### src/vfds_pkg.sv
package vfds_pkg;
  // Clock and bus
  localparam int unsigned VFDS_CLK_HZ = 125_000_000;
  localparam int unsigned VFDS_TW = 27;
  typedef logic [VFDS_TW-1:0] vfds_cnt_t;
  // Times in their own units
  localparam int unsigned VFDS_SHDN_MS = 25;
  localparam int unsigned VFDS_UNPLUG_US = 20;
  localparam int unsigned VFDS_TRANS_MS = 600;
  localparam int unsigned VFDS_DISCH_MS = 650;
  localparam int unsigned VFDS_HOLD_MS = 765;
  // Cycle counts: least times round up, longest times round down
  localparam int unsigned VFDS_SHDN_CYC = VFDS_SHDN_MS * (VFDS_CLK_HZ / 1000);
  // Unplug count leaves room for the timer load and expiry cycles
  localparam int unsigned VFDS_UNPLUG_CYC = VFDS_UNPLUG_US * (VFDS_CLK_HZ / 1_000_000) - 3;
  localparam int unsigned VFDS_TRANS_CYC = VFDS_TRANS_MS * (VFDS_CLK_HZ / 1000);
  localparam int unsigned VFDS_DISCH_CYC = VFDS_DISCH_MS * (VFDS_CLK_HZ / 1000);
  localparam int unsigned VFDS_HOLD_CYC = VFDS_HOLD_MS * (VFDS_CLK_HZ / 1000);
  // Register map
  localparam logic [11:0] VFDS_CTRL_OFS = 12'h000;
  localparam logic [11:0] VFDS_STAT_OFS = 12'h004;
  localparam int unsigned VFDS_CTRL_EN_BIT = 0;
  localparam int unsigned VFDS_CTRL_CLR_BIT = 1;
  localparam logic VFDS_CTRL_EN_RST = 1'b1;
  localparam int unsigned VFDS_STAT_HIGH_POWER_SELECT_BIT = 4;
  localparam int unsigned VFDS_STAT_FAST_BIT = 5;
  localparam int unsigned VFDS_STAT_PDS_BIT = 6;
  localparam int unsigned VFDS_STAT_CNT_LSB = 8;
  // Supply-select code for 5 V
  localparam logic [2:0] VFDS_CTL_5V = 3'h0;
  // Sequencer states
  typedef enum logic [3:0] {
    VFDS_IDLE, VFDS_BLEED, VFDS_SOURCE, VFDS_SHDN, VFDS_DISCH_HI,
    VFDS_DISCH_LO, VFDS_FAST, VFDS_HOLD
  } vfds_state_t;
endpackage

### src/vfds_tmr_if.sv
`timescale 1ns/100ps
`default_nettype none
interface vfds_tmr_if;
  import vfds_pkg::*;
  logic load;
  vfds_cnt_t value;
  logic expired;
  modport ctl (output load, output value, input expired);
  modport tmr (input load, input value, output expired);
endinterface
`default_nettype wire

### src/vfds_timer.sv
`timescale 1ns/100ps
`default_nettype none
module vfds_timer import vfds_pkg::*; (
  input wire logic clk_in,
  input wire logic rst_in,
  vfds_tmr_if.tmr t
);
  typedef struct packed {
    vfds_cnt_t cnt;
    logic run;
    logic exp;
  } vfds_tmr_st_t;
  vfds_tmr_st_t q, d;

  // Count down; a new load restarts
  always_comb begin
    d = q;
    d.exp = 1'b0;
    if (t.load) begin
      d.cnt = t.value;
      d.run = 1'b1;
    end else if (q.run) begin
      if (q.cnt <= vfds_cnt_t'(1)) begin
        d.run = 1'b0;
        d.exp = 1'b1;
      end else begin
        d.cnt = q.cnt - vfds_cnt_t'(1);
      end
    end
  end

  // State register
  always_ff @(posedge clk_in) begin
    if (rst_in) begin
      q <= '0;
    end else begin
      q <= d;
    end
  end

  assign t.expired = q.exp;
endmodule // vfds_timer
`default_nettype wire

### src/vfds_sequencer.sv
// Design decisions made here: the register addresses and register access over APB.
`timescale 1ns/100ps
`default_nettype none
module vfds_sequencer import vfds_pkg::*; #(
  parameter int unsigned SHDN_CYC = VFDS_SHDN_CYC,
  parameter int unsigned TRANS_CYC = VFDS_TRANS_CYC,
  parameter int unsigned DISCH_CYC = VFDS_DISCH_CYC,
  parameter int unsigned HOLD_CYC = VFDS_HOLD_CYC
) (
  input wire logic clk_in,
  input wire logic rst_in,
  input wire logic psel_in,
  input wire logic penable_in,
  input wire logic pwrite_in,
  input wire logic [11:0] paddr_in,
  input wire logic [31:0] pwdata_in,
  output logic [31:0] prdata_out,
  output logic pready_out,
  output logic pslverr_out,
  input wire logic sink_attached_in,
  input wire logic contract_done_in,
  input wire logic unplug_in,
  input wire logic hard_reset_rx_in,
  input wire logic thermal_shutdown_in,
  input wire logic low_alarm_in,
  input wire logic high_alarm_in,
  input wire logic unexpected_msg_in,
  input wire logic soft_reset_fail_in,
  input wire logic request_timeout_in,
  input wire logic transition_start_in,
  input wire logic transition_done_in,
  input wire logic overvoltage_protection_in,
  input wire logic overcurrent_protection_in,
  input wire logic vbus_fall_threshold_in,
  input wire logic pd_msg_sent_in,
  input wire logic gate_disable_input_in,
  input wire logic supply_sense_ok_in,
  input wire logic supply_above_fovp_in,
  input wire logic vbus_below_sovp5_in,
  input wire logic vbus_discharged_in,
  input wire logic [2:0] contract_select_in,
  input wire logic high_power_select_in,
  input wire logic power_halving_input_in,
  output logic gate_drive_output_out,
  output logic discharge_bleed_out,
  output logic discharge_full_out,
  output logic supply_bleed_out,
  output logic supply_select_line_1_out,
  output logic supply_select_line_2_out,
  output logic supply_select_line_3_out,
  output logic hard_reset_tx_out,
  output logic resend_caps_out,
  output logic voltage_set_alt_out
);
  typedef struct packed {
    vfds_state_t st;
    logic gate;
    logic bleed;
    logic full;
    logic sbleed;
    logic [2:0] ctl;
    logic hr_tx;
    logic resend;
    logic high_power_select;
    logic sampled;
    logic halve_prev;
    logic gd_prev;
    logic pd_started;
    logic in_trans;
    logic fast_cls;
    logic en;
    logic [7:0] faults;
    logic ld;
    vfds_cnt_t val;
    logic [31:0] rdata;
  } vfds_seq_st_t;
  vfds_seq_st_t q, d;

  vfds_tmr_if tif ();

  vfds_timer u_timer (
    .clk_in (clk_in),
    .rst_in (rst_in),
    .t (tif.tmr)
  );

  assign tif.load = q.ld;
  assign tif.value = q.val;

  // Register address decode
  function automatic logic [1:0] vfds_dec(input logic [11:0] a);
    vfds_dec = {a == VFDS_STAT_OFS, a == VFDS_CTRL_OFS};
  endfunction
  logic [1:0] adec;
  assign adec = vfds_dec(paddr_in);

  // Fault classification
  logic gd_fall, fast_f, slow_hr_f, tmo;
  assign gd_fall = q.gd_prev & ~gate_disable_input_in;
  assign tmo = tif.expired;
  always_comb begin
    fast_f = overvoltage_protection_in | gd_fall;
    fast_f = fast_f | (q.pd_started & (overcurrent_protection_in
      | vbus_fall_threshold_in));
    slow_hr_f = thermal_shutdown_in | soft_reset_fail_in | request_timeout_in;
    slow_hr_f = slow_hr_f | (~q.in_trans & (low_alarm_in | high_alarm_in));
    slow_hr_f = slow_hr_f | (q.in_trans & unexpected_msg_in);
    slow_hr_f = slow_hr_f | (q.in_trans & tmo);
  end

  // Sequencer, side flags and APB
  always_comb begin
    d = q;
    d.hr_tx = 1'b0;
    d.resend = 1'b0;
    d.ld = 1'b0;
    d.gd_prev = gate_disable_input_in;
    // Latch high-power select once
    if (!q.sampled) begin
      d.high_power_select = high_power_select_in;
      d.sampled = 1'b1;
    end
    // Capability refresh on halving change
    d.halve_prev = power_halving_input_in;
    if (power_halving_input_in != q.halve_prev) begin
      d.resend = 1'b1;
    end
    // Transition tracking
    if (transition_done_in) begin
      d.in_trans = 1'b0;
    end
    if (q.st == VFDS_SOURCE && transition_start_in) begin
      d.in_trans = 1'b1;
      d.ld = 1'b1;
      d.val = vfds_cnt_t'(TRANS_CYC);
    end
    case (q.st)
      VFDS_IDLE: begin
        d.gate = 1'b0;
        d.full = 1'b0;
        d.bleed = 1'b0;
        d.sbleed = 1'b0;
        d.ctl = VFDS_CTL_5V;
        d.pd_started = 1'b0;
        d.in_trans = 1'b0;
        if (sink_attached_in && q.en) begin
          d.st = VFDS_BLEED;
          d.bleed = 1'b1;
          d.sbleed = 1'b1;
        end
      end
      VFDS_BLEED: begin
        if (supply_sense_ok_in) begin
          d.gate = 1'b1;
        end
        if (contract_done_in && q.gate) begin
          d.st = VFDS_SOURCE;
          d.bleed = 1'b0;
          d.sbleed = 1'b0;
        end
      end
      VFDS_SOURCE: begin
        d.ctl = contract_select_in;
      end
      VFDS_SHDN: begin
        if (tmo) begin
          d.st = VFDS_DISCH_HI;
          d.ctl = VFDS_CTL_5V;
          d.full = 1'b1;
          d.ld = 1'b1;
          d.val = vfds_cnt_t'(DISCH_CYC);
        end
      end
      VFDS_DISCH_HI: begin
        if (tmo) begin
          d.hr_tx = 1'b1;
          d.ld = 1'b1;
          d.val = vfds_cnt_t'(DISCH_CYC);
        end else if (vbus_below_sovp5_in) begin
          d.st = VFDS_DISCH_LO;
          d.gate = 1'b0;
        end
      end
      VFDS_DISCH_LO: begin
        if (tmo) begin
          d.st = VFDS_DISCH_HI;
          d.hr_tx = 1'b1;
          d.ld = 1'b1;
          d.val = vfds_cnt_t'(DISCH_CYC);
        end else if (vbus_discharged_in) begin
          d.st = VFDS_HOLD;
          d.full = 1'b0;
          d.ld = 1'b1;
          d.val = vfds_cnt_t'(HOLD_CYC);
        end
      end
      VFDS_FAST: begin
        if (tmo) begin
          d.st = VFDS_SHDN;
          d.hr_tx = 1'b1;
          d.fast_cls = 1'b0;
          d.ld = 1'b1;
          d.val = vfds_cnt_t'(SHDN_CYC);
        end else if (vbus_discharged_in) begin
          d.st = VFDS_HOLD;
          d.full = 1'b0;
          d.ld = 1'b1;
          d.val = vfds_cnt_t'(HOLD_CYC);
        end
      end
      VFDS_HOLD: begin
        if (tmo) begin
          if (q.fast_cls && supply_above_fovp_in) begin
            d.st = VFDS_FAST;
            d.hr_tx = 1'b1;
            d.full = 1'b1;
            d.ld = 1'b1;
            d.val = vfds_cnt_t'(DISCH_CYC);
          end else begin
            d.st = VFDS_IDLE;
            d.bleed = 1'b0;
            d.sbleed = 1'b0;
          end
        end
      end
      default: begin
        d.st = VFDS_IDLE;
      end
    endcase
    // Slow faults while attached
    if (q.st == VFDS_BLEED || q.st == VFDS_SOURCE) begin
      if (unplug_in || hard_reset_rx_in || slow_hr_f) begin
        d.st = VFDS_SHDN;
        d.bleed = 1'b1;
        d.sbleed = 1'b1;
        d.fast_cls = 1'b0;
        d.in_trans = 1'b0;
        d.hr_tx = slow_hr_f & ~unplug_in & ~hard_reset_rx_in;
        d.ld = 1'b1;
        d.val = unplug_in ? vfds_cnt_t'(VFDS_UNPLUG_CYC)
          : vfds_cnt_t'(SHDN_CYC);
      end
    end
    // Fast faults override everything but idle and fast discharge
    if (q.st != VFDS_IDLE && q.st != VFDS_FAST && fast_f) begin
      d.st = VFDS_FAST;
      d.gate = 1'b0;
      d.full = 1'b1;
      d.bleed = 1'b1;
      d.sbleed = 1'b1;
      d.hr_tx = 1'b1;
      d.fast_cls = 1'b1;
      d.in_trans = 1'b0;
      d.ld = 1'b1;
      d.val = vfds_cnt_t'(DISCH_CYC);
    end
    // Shutdown counter, increment beats clear
    if (psel_in && penable_in && pwrite_in && adec[0]) begin
      d.en = pwdata_in[VFDS_CTRL_EN_BIT];
      if (pwdata_in[VFDS_CTRL_CLR_BIT]) begin
        d.faults = 8'h00;
      end
    end
    if ((d.st == VFDS_SHDN || d.st == VFDS_FAST) && d.st != q.st && q.faults != 8'hFF) begin
      d.faults = q.faults + 8'h01;
    end
    // PD activity flag, set only outside idle; idle clears it
    if (pd_msg_sent_in && q.st != VFDS_IDLE) begin
      d.pd_started = 1'b1;
    end
    // Read data captured in setup phase
    if (psel_in && !penable_in) begin
      d.rdata = 32'h0;
      if (adec[0]) begin
        d.rdata[VFDS_CTRL_EN_BIT] = q.en;
      end else if (adec[1]) begin
        d.rdata[3:0] = q.st;
        d.rdata[VFDS_STAT_HIGH_POWER_SELECT_BIT] = q.high_power_select;
        d.rdata[VFDS_STAT_FAST_BIT] = q.fast_cls;
        d.rdata[VFDS_STAT_PDS_BIT] = q.pd_started;
        d.rdata[VFDS_STAT_CNT_LSB +: 8] = q.faults;
      end
    end
  end

  // State register
  always_ff @(posedge clk_in) begin
    if (rst_in) begin
      q <= '0;
      q.st <= VFDS_IDLE;
      q.ctl <= VFDS_CTL_5V;
      q.en <= VFDS_CTRL_EN_RST;
      q.gd_prev <= 1'b1;
    end else begin
      q <= d;
    end
  end

  // Outputs
  assign pready_out = 1'b1;
  assign pslverr_out = psel_in & penable_in & (vfds_dec(paddr_in) == 2'b00);
  assign prdata_out = q.rdata;
  assign gate_drive_output_out = q.gate;
  assign discharge_bleed_out = q.bleed;
  assign discharge_full_out = q.full;
  assign supply_bleed_out = q.sbleed;
  assign {supply_select_line_3_out, supply_select_line_2_out, supply_select_line_1_out} = q.ctl;
  assign hard_reset_tx_out = q.hr_tx;
  assign resend_caps_out = q.resend;
  assign voltage_set_alt_out = q.high_power_select;
endmodule // vfds_sequencer
`default_nettype wire

### config.mk
export PLATFORM = sky130hd
export DESIGN_NAME = vfds_sequencer
export DESIGN_NICKNAME = d
export VERILOG_FILES = /design/src/vfds_pkg.sv /design/src/vfds_tmr_if.sv /design/src/vfds_timer.sv /design/src/vfds_sequencer.sv
export SDC_FILE = /design/constraint.sdc
export NUM_CORES = 1
export LEC_CHECK = 0
export ABC_AREA = 1
export BUFFER_PORTS_ARGS = -buffer_cell sky130_fd_sc_hd__buf_2
export CAP_MARGIN = 10
export CORE_ASPECT_RATIO = 0.6
export CORE_UTILIZATION = 48
export DETAILED_ROUTE_END_ITERATION = 7
export PLACE_DENSITY = 0.75
export SYNTH_ARGS = -nofsm -noshare
export SYNTH_HDL_FRONTEND = slang
export SYNTH_SLANG_ARGS = --single-unit
### constraint.sdc
create_clock -name clk_in -period 3.4 [get_ports clk_in]
set_clock_uncertainty 0.2 [all_clocks]
set_input_delay 0.17 -clock clk_in [delete_from_list [all_inputs] [get_ports clk_in]]
set_output_delay 0.17 -clock clk_in [all_outputs]
set_load 0.005 [all_outputs]
Yosys cells after proc, flatten, opt, wreduce, memory -nomap -nowiden
Cells that the tools add are included.
{"block": "op_classes", "addsub": 2, "n_lt_le_gt_ge": 1, "n_eq_ne": 24, "mux": 76, "n_bitwise": 23, "n_reduce_logical": 39}
{"cell": "2-to-1 mux 28 bit", "n": 11}
{"cell": "case mux 28 bit (4 select lines)", "n": 1}
{"cell": "2-to-1 mux 8 bit", "n": 6}
{"cell": "2-to-1 mux 4 bit", "n": 9}
{"cell": "case mux 4 bit (8 select lines)", "n": 1}
{"cell": "2-to-1 mux 29 bit", "n": 1}
{"cell": "2-to-1 mux 1 bit", "n": 28}
{"cell": "less-or-equal comparator 27 x 1 -> 1 bit, second input constant", "n": 1}
{"cell": "2-to-1 mux 27 bit", "n": 1}
{"cell": "subtractor 27 x 1 -> 27 bit, second input constant", "n": 1}
{"cell": "2-to-1 mux 22 bit", "n": 1}
{"cell": "== test 4 x 3 -> 1 bit, second input constant", "n": 5}
{"cell": "logical AND 1 bit", "n": 13}
{"cell": "== test 12 x 3 -> 1 bit, second input constant", "n": 1}
{"cell": "== test 4 x 2 -> 1 bit, second input constant", "n": 3}
{"cell": "logical NOT 12 bit", "n": 1}
{"cell": "2-to-1 mux 5 bit", "n": 2}
{"cell": "bitwise AND 1 bit", "n": 9}
{"cell": "2-to-1 mux 3 bit", "n": 3}
{"cell": "bitwise OR 1 bit", "n": 9}
{"cell": "case mux 1 bit (3 select lines)", "n": 3}
{"cell": "case mux 3 bit (3 select lines)", "n": 1}
{"cell": "adder 8 x 1 -> 8 bit, second input constant", "n": 1}
{"cell": "2-to-1 mux 2 bit", "n": 4}
{"cell": "other kinds (28)", "n": 49}
{"block": "word_totals", "reg_bits": 101, "input_bits": 75, "output_inout_bits": 44}

Longest topological paths before layout
{"block": "logic_depth", "depth_word": 15, "mapped_depth": 13, "mapped_depth_nobuf": 13}

Hierarchy
From an unflattened synthesis, not the netlist that was laid out.
{"block": "hier_totals", "cells_unflattened": 923, "area_unflattened_um2": 6112.1}
{"module": "vfds_sequencer", "n_inst": 1, "cells_each": 513, "area_each_um2": 3774.9, "seq_area_each_um2": 1441.4}
{"module": "vfds_timer", "n_inst": 1, "cells_each": 410, "area_each_um2": 2337.2, "seq_area_each_um2": 580.6}

Worst setup path after synthesis
OpenSTA, ideal clock, no wires.
{"block": "synth_timing", "path_type": "reg2reg", "start": "register u_timer.q[2] (netlist name)", "end": "register u_timer.q[28] (netlist name)", "setup_ns": 0.114, "arrival_ns": 1.590, "required_ns": 3.086, "path_slack_ns": 1.497, "stages_incl_launch_ff": 12, "n_path_buf": 0, "path_cell_list": "dfxtp_1 inv_1 ha_1 inv_1 nor3_2 nand4_1 nor2_1 nand2_1 nand2_1 nand2_1 o21bai_1 inv_1"}
{"block": "synth_between", "elab_chain_len": 4, "word_cells_on_any_way": 7, "cone_classes": "add/sub (1); order compare (1); eq/ne (1); mux (3); reduce/logical (1)"}
{"item": "start, declared", "line": "vfds_timer.sv:13", "rtl": "vfds_tmr_st_t q, d;"}
{"item": "start signal, assigned", "line": "vfds_timer.sv:35", "rtl": "q <= '0;"}
{"item": "start signal, assigned", "line": "vfds_timer.sv:37", "rtl": "q <= d;"}
{"item": "subtractor 27 x 1 -> 27 bit", "line": "vfds_timer.sv:27", "rtl": "d.cnt = q.cnt - vfds_cnt_t'(1);"}
{"item": "2-to-1 mux 27 bit", "line": "vfds_timer.sv:23", "rtl": "if (q.cnt <= vfds_cnt_t'(1)) begin"}
{"item": "2-to-1 mux 29 bit", "line": "vfds_timer.sv:22", "rtl": "end else if (q.run) begin"}
{"item": "2-to-1 mux 28 bit", "line": "vfds_timer.sv:19", "rtl": "if (t.load) begin"}
Parallel ways exist; a longest one is shown, timed or not. The select of a mux whose other input is x is not followed.
A chain may end at the register's enable or synchronous reset.

Worst setup path in the final report
{"block": "layout_timing", "start": "register q[86] (netlist name)", "end": "register q[67] (netlist name)"}
{"block": "layout_between", "elab_chain_len": 12, "word_cells_on_any_way": 36, "cone_classes": "eq/ne (11); mux (14); reduce/logical (11)"}
{"item": "start, declared", "line": "vfds_sequencer.sv:77", "rtl": "vfds_seq_st_t q, d;"}
{"item": "2-to-1 mux 4 bit or 2-to-1 mux 5 bit (tied branches)", "line": "vfds_sequencer.sv:190, vfds_sequencer.sv:204, vfds_sequencer.sv:179"}
{"item": "2-to-1 mux 4 bit, or another cell as far along", "line": "vfds_sequencer.sv:198", "rtl": "if (tmo) begin"}
{"item": "case mux 4 bit (8 select lines)", "line": "vfds_sequencer.sv:137", "rtl": "case (q.st)"}
{"item": "2-to-1 mux 4 bit", "line": "vfds_sequencer.sv:232", "rtl": "if (unplug_in || hard_reset_rx_in || slow_hr_f) begin"}
{"item": "2-to-1 mux 4 bit", "line": "vfds_sequencer.sv:231", "rtl": "if (q.st == VFDS_BLEED || q.st == VFDS_SOURCE) begin"}
{"item": "2-to-1 mux 8 bit", "line": "vfds_sequencer.sv:245", "rtl": "if (q.st != VFDS_IDLE && q.st != VFDS_FAST && fast_f) begin"}
{"item": "== test 4 x 2 -> 1 bit or == test 4 x 3 -> 1 bit (tied branches)", "line": "vfds_sequencer.sv:264", "rtl": "if ((d.st == VFDS_SHDN || d.st == VFDS_FAST) && d.st != q.st && q.faults != 8'hFF) begin"}
{"item": "logical OR 1 bit", "line": "vfds_sequencer.sv:264"}
{"item": "logical AND 1 bit (*) (2 in a row)", "line": "vfds_sequencer.sv:264"}
{"item": "nonzero test 2 bit (no source line)"}
{"item": "AND reduction 2 bit (no source line)"}
Mark *: on every way between the ends. The rest lies on a longest branch, timed or not. The select of a mux whose other input is x is not followed.

==> impl_metrics.json <==
{
  "met1_usage_pct": 40.0,
  "row_count": 30,
  "drc": 0,
  "dp_cells": 1044,
  "synth_edf_count": 0,
  "ant_nets": 0,
  "track_usage_pct": 26.0,
  "cellLeakagePower_nw": 2.98,
  "start_kind": "register",
  "power_mw": 3.62,
  "fin_crit_ns": 2.66,
  "path_max_fanout": 13,
  "ys_seq_elements": 101,
  "ctsResizeCount": 0,
  "post-dp-hpwl_microns": 11200,
  "grt_pass1_vias": 5086,
  "grt_use_met3_pct": 5.50,
  "setup_viol": 0,
  "clock_latency_ns": 0.34,
  "finalCritPeriodShare_pct": 78.1,
  "peakVddDrop_v": 0.000292,
  "die_area_sq_um": 12500,
  "multi_input_area_sq_um": 3110,
  "end_kind": "register",
  "critical_path.cell_chain": "nor2_4 -> nand2_1 -> nand3_2 -> inv_2 -> o21bai_2 -> nand2_4 -> nand3_4 -> nand3_1 -> a21oi_1",
  "hold_viol": 0,
  "p_per_area_nw_per_um2": 560,
  "drive_gt1_share_pct": 15.3,
  "syn-cell-area_sq_um": 5780,
  "rsz0062_at_grt": "no",
  "pre_cts_ws_ns": 0.830,
  "cts_buffer_depth": 2,
  "cts_sinks": 101,
  "synthFlopType": "dfxtp_1",
  "cp_data_required_time_ns": 3.47,
  "wl_per_cell_microns": 14.3,
  "p_seq_share_pct": 39.8,
  "antenna_found_initial": 0,
  "finalNonFillerCells": 1069,
  "diodes": 0,
  "die_y_microns": 87.0,
  "p_sw_share_pct": 35.8,
  "critical_path_class": "register to register",
  "cts_root_buffer": "clkbuf_16",
  "max_clock_freq_ghz": 0.376,
  "h-tree-depth": 3,
  "path_buf_inv": 1,
  "core_area_sq_um": 11500,
  "num_vias": 5633,
  "clkTransAtPathRegs_ns": 0.07,
  "arrival_ns": 2.73,
  "tritoncts": "done",
  "cp_slowest_cell": "dfxtp_1",
  "ios": 119,
  "ys_async_sr_fraction_pct": 0,
  "grt_pass1_wl_microns": 25300,
  "grt.busiest_layer": "met1",
  "nNetsFinal": 983,
  "slowest_delay_ns": 0.66,
  "start_util_pct": 50.1,
  "syn_to_final_growth_pct": 12.0,
  "tightest_slew_ns": 0.893,
  "die_w_microns": 144,
  "drv_slew": 0,
  "setup_ws_ns": 0.744,
  "grt_max_degree": 38,
  "cts_made_buffers": 9,
  "combinationalPowerShare_pct": 29.9,
  "ys_seq_area_share_pct": 35.0,
  "fillCellCount": 1114,
  "cp_top_family": "simple AND/OR/NAND/NOR gates",
  "internal-power_mw": 2.32,
  "seq_area_sq_um": 2020,
  "synth_warnings": 0,
  "min_path_type": "input port to register",
  "viasPerCell": 5.27,
  "grt_util_met2_pct": 36.6,
  "clkPwrFrac_pct": 30.3,
  "postSynthCellCount": 854,
  "cts_hold_buf": 10,
  "drtIter0Drc": 554,
  "status": "finished, final reports clean",
  "avgSynthCellArea_sq_um": 6.76,
  "drv_cap": 0,
  "grt-ovfl-total": 0,
  "drt_first_pass_iters": 6,
  "finalSetupTns_ns": 0,
  "synth.distinct_cells": 50,
  "finalWeightedCongestion": 0.962,
  "relSlewSlack_pct": 40.4,
  "io_buffers": 70,
  "post_cts.repair.setup_buffers": 0,
  "drt_wl_total_microns": 15200,
  "p_sw_mw": 1.30
}
[flip-flops by register name (all words and copies together) (netlist names)]
name	count
supply_select_line_3_out	1
hard_reset_tx_out	1
prdata_out	15
supply_select_line_2_out	1
u_timer.q	28
voltage_set_alt_out	1
q	19
supply_select_line_1_out	1
u_timer.t.expired	1
discharge_bleed_out	1
tif.load	1
discharge_full_out	1
supply_bleed_out	1
tif.value	27
gate_drive_output_out	1
resend_caps_out	1
[through the flow]
step / instance area, sq um / utilization [%] / hold WS (ns)
floorplan: 5840 / - / 0.0668
global placement: 6050 / 52.5 / 0.161
detailed placement: 6050 / 52.5 / 0.168
CTS: 6470 / 56.1 / 0.0311
global route: 6470 / 56.1 / 0.0737
finish: 6470 / 56.1 / 0.0490
[cells in the mapped netlist, types with 3 or more instances]
cell type	n	share of area (%)
nand2_4	6	1.2
nand4_1	19	2.1
a21oi_1	70	6.1
a31oi_1	17	1.8
nor2_2	4	0.43
nor2_4	8	1.6
nand3_1	57	4.9
nor2_1	94	6.1
clkbuf_1	20	1.3
ha_1	3	0.65
nor3_1	6	0.52
inv_1	73	4.7
xor2_1	8	1.2
dfxtp_1	101	35
inv_2	8	0.52
o211ai_1	6	0.78
nand2_1	193	13
o21ai_0	72	6.2
nand2_2	5	0.54
buf_4	33	4.3
buf_2	8	0.69
[layout make-up]
cell class | count | share of cell area (%)
multi-input cells | 622 | 48.1
flip-flops and latches | 101 | 31.3
repair buffers | 87 | 7.78
inverters | 84 | 4.95
clock buffers | 9 | 3.48
well taps | 160 | 3.10
clock inverters | 6 | 1.35
[power by group through the flow]
stage	Clock (mW)	Sequential, mW	Combinational (mW)
finish	1.10	1.44	1.08
global route	1.17	1.46	1.22
CTS	1.12	1.44	1.06
detailed placement	0	1.46	1.05
global placement	0	1.46	1.03
floorplan	0	1.43	0.840
[layout by cell type, fill, tap and decap left out, drive strengths merged]
master,n
dfxtp,101
a31oi,17
clkinv,4
a21boi,1
o221ai,1
a31o,1
conb,19
clkbuf,9
o2111ai,1
inv,84
nand4,19
a32o,2
and2,2
nor2,108
dlygate4sd3,10
a211oi,2
a21o,2
nand2,204
buf,77
a21oi,70
xnor2,2
xor2,8
a41oi,1
nand3,61
nand3b,2
bufinv,2
o22ai,2
o21bai,2
nor3b,1
nor3,8
o21ai,74
or2,3
ha,3
o211ai,6
[final timing paths]
kind                                       start                               end  slack (ns)  cells after the start
worst max-delay path            q[86]$_SDFF_PP0_                q[67]$_SDFFE_PP0P_        0.74                      9
worst min register to register  q[74]$_SDFF_PP0_  voltage_set_alt_out$_SDFFE_PP0N_        0.23                      1
worst min-delay path                   unplug_in          tif.value[21]$_SDFF_PP0_        0.05                      4
worst max register to register  q[86]$_SDFF_PP0_                q[67]$_SDFFE_PP0P_        0.74                      9
[per-layer routing]
| layer | part of all wire (%) | routed length, microns |
|---|---|---|
| met1 | 51 | 7710 |
| met2 | 38 | 5810 |
| met3 | 10 | 1590 |
| met4 | 0.85 | 130 |
| met5 | 0 | 0 |
[tightest hold or removal path, stage by stage]
cell	delay (ns)
buf_2	0.12
a21oi_1	0.07
nand2_1	0.13
nand2_1	0.06
[logic make-up (layout without fill, tap and decap cells)]
group           Yosys count  count (layout)  synth area share [%]
xor+xnor                 10              10                  1.52
compound gates          182             182                  17.5
other cells               2              19                 0.130
simple gates            408             408                  32.9
buf+inv                 148             186                  12.3
fa+ha+maj                 3               3                 0.650
flops                   101             101                  35.0
No activity file was read; power rests on OpenSTA's default activity.
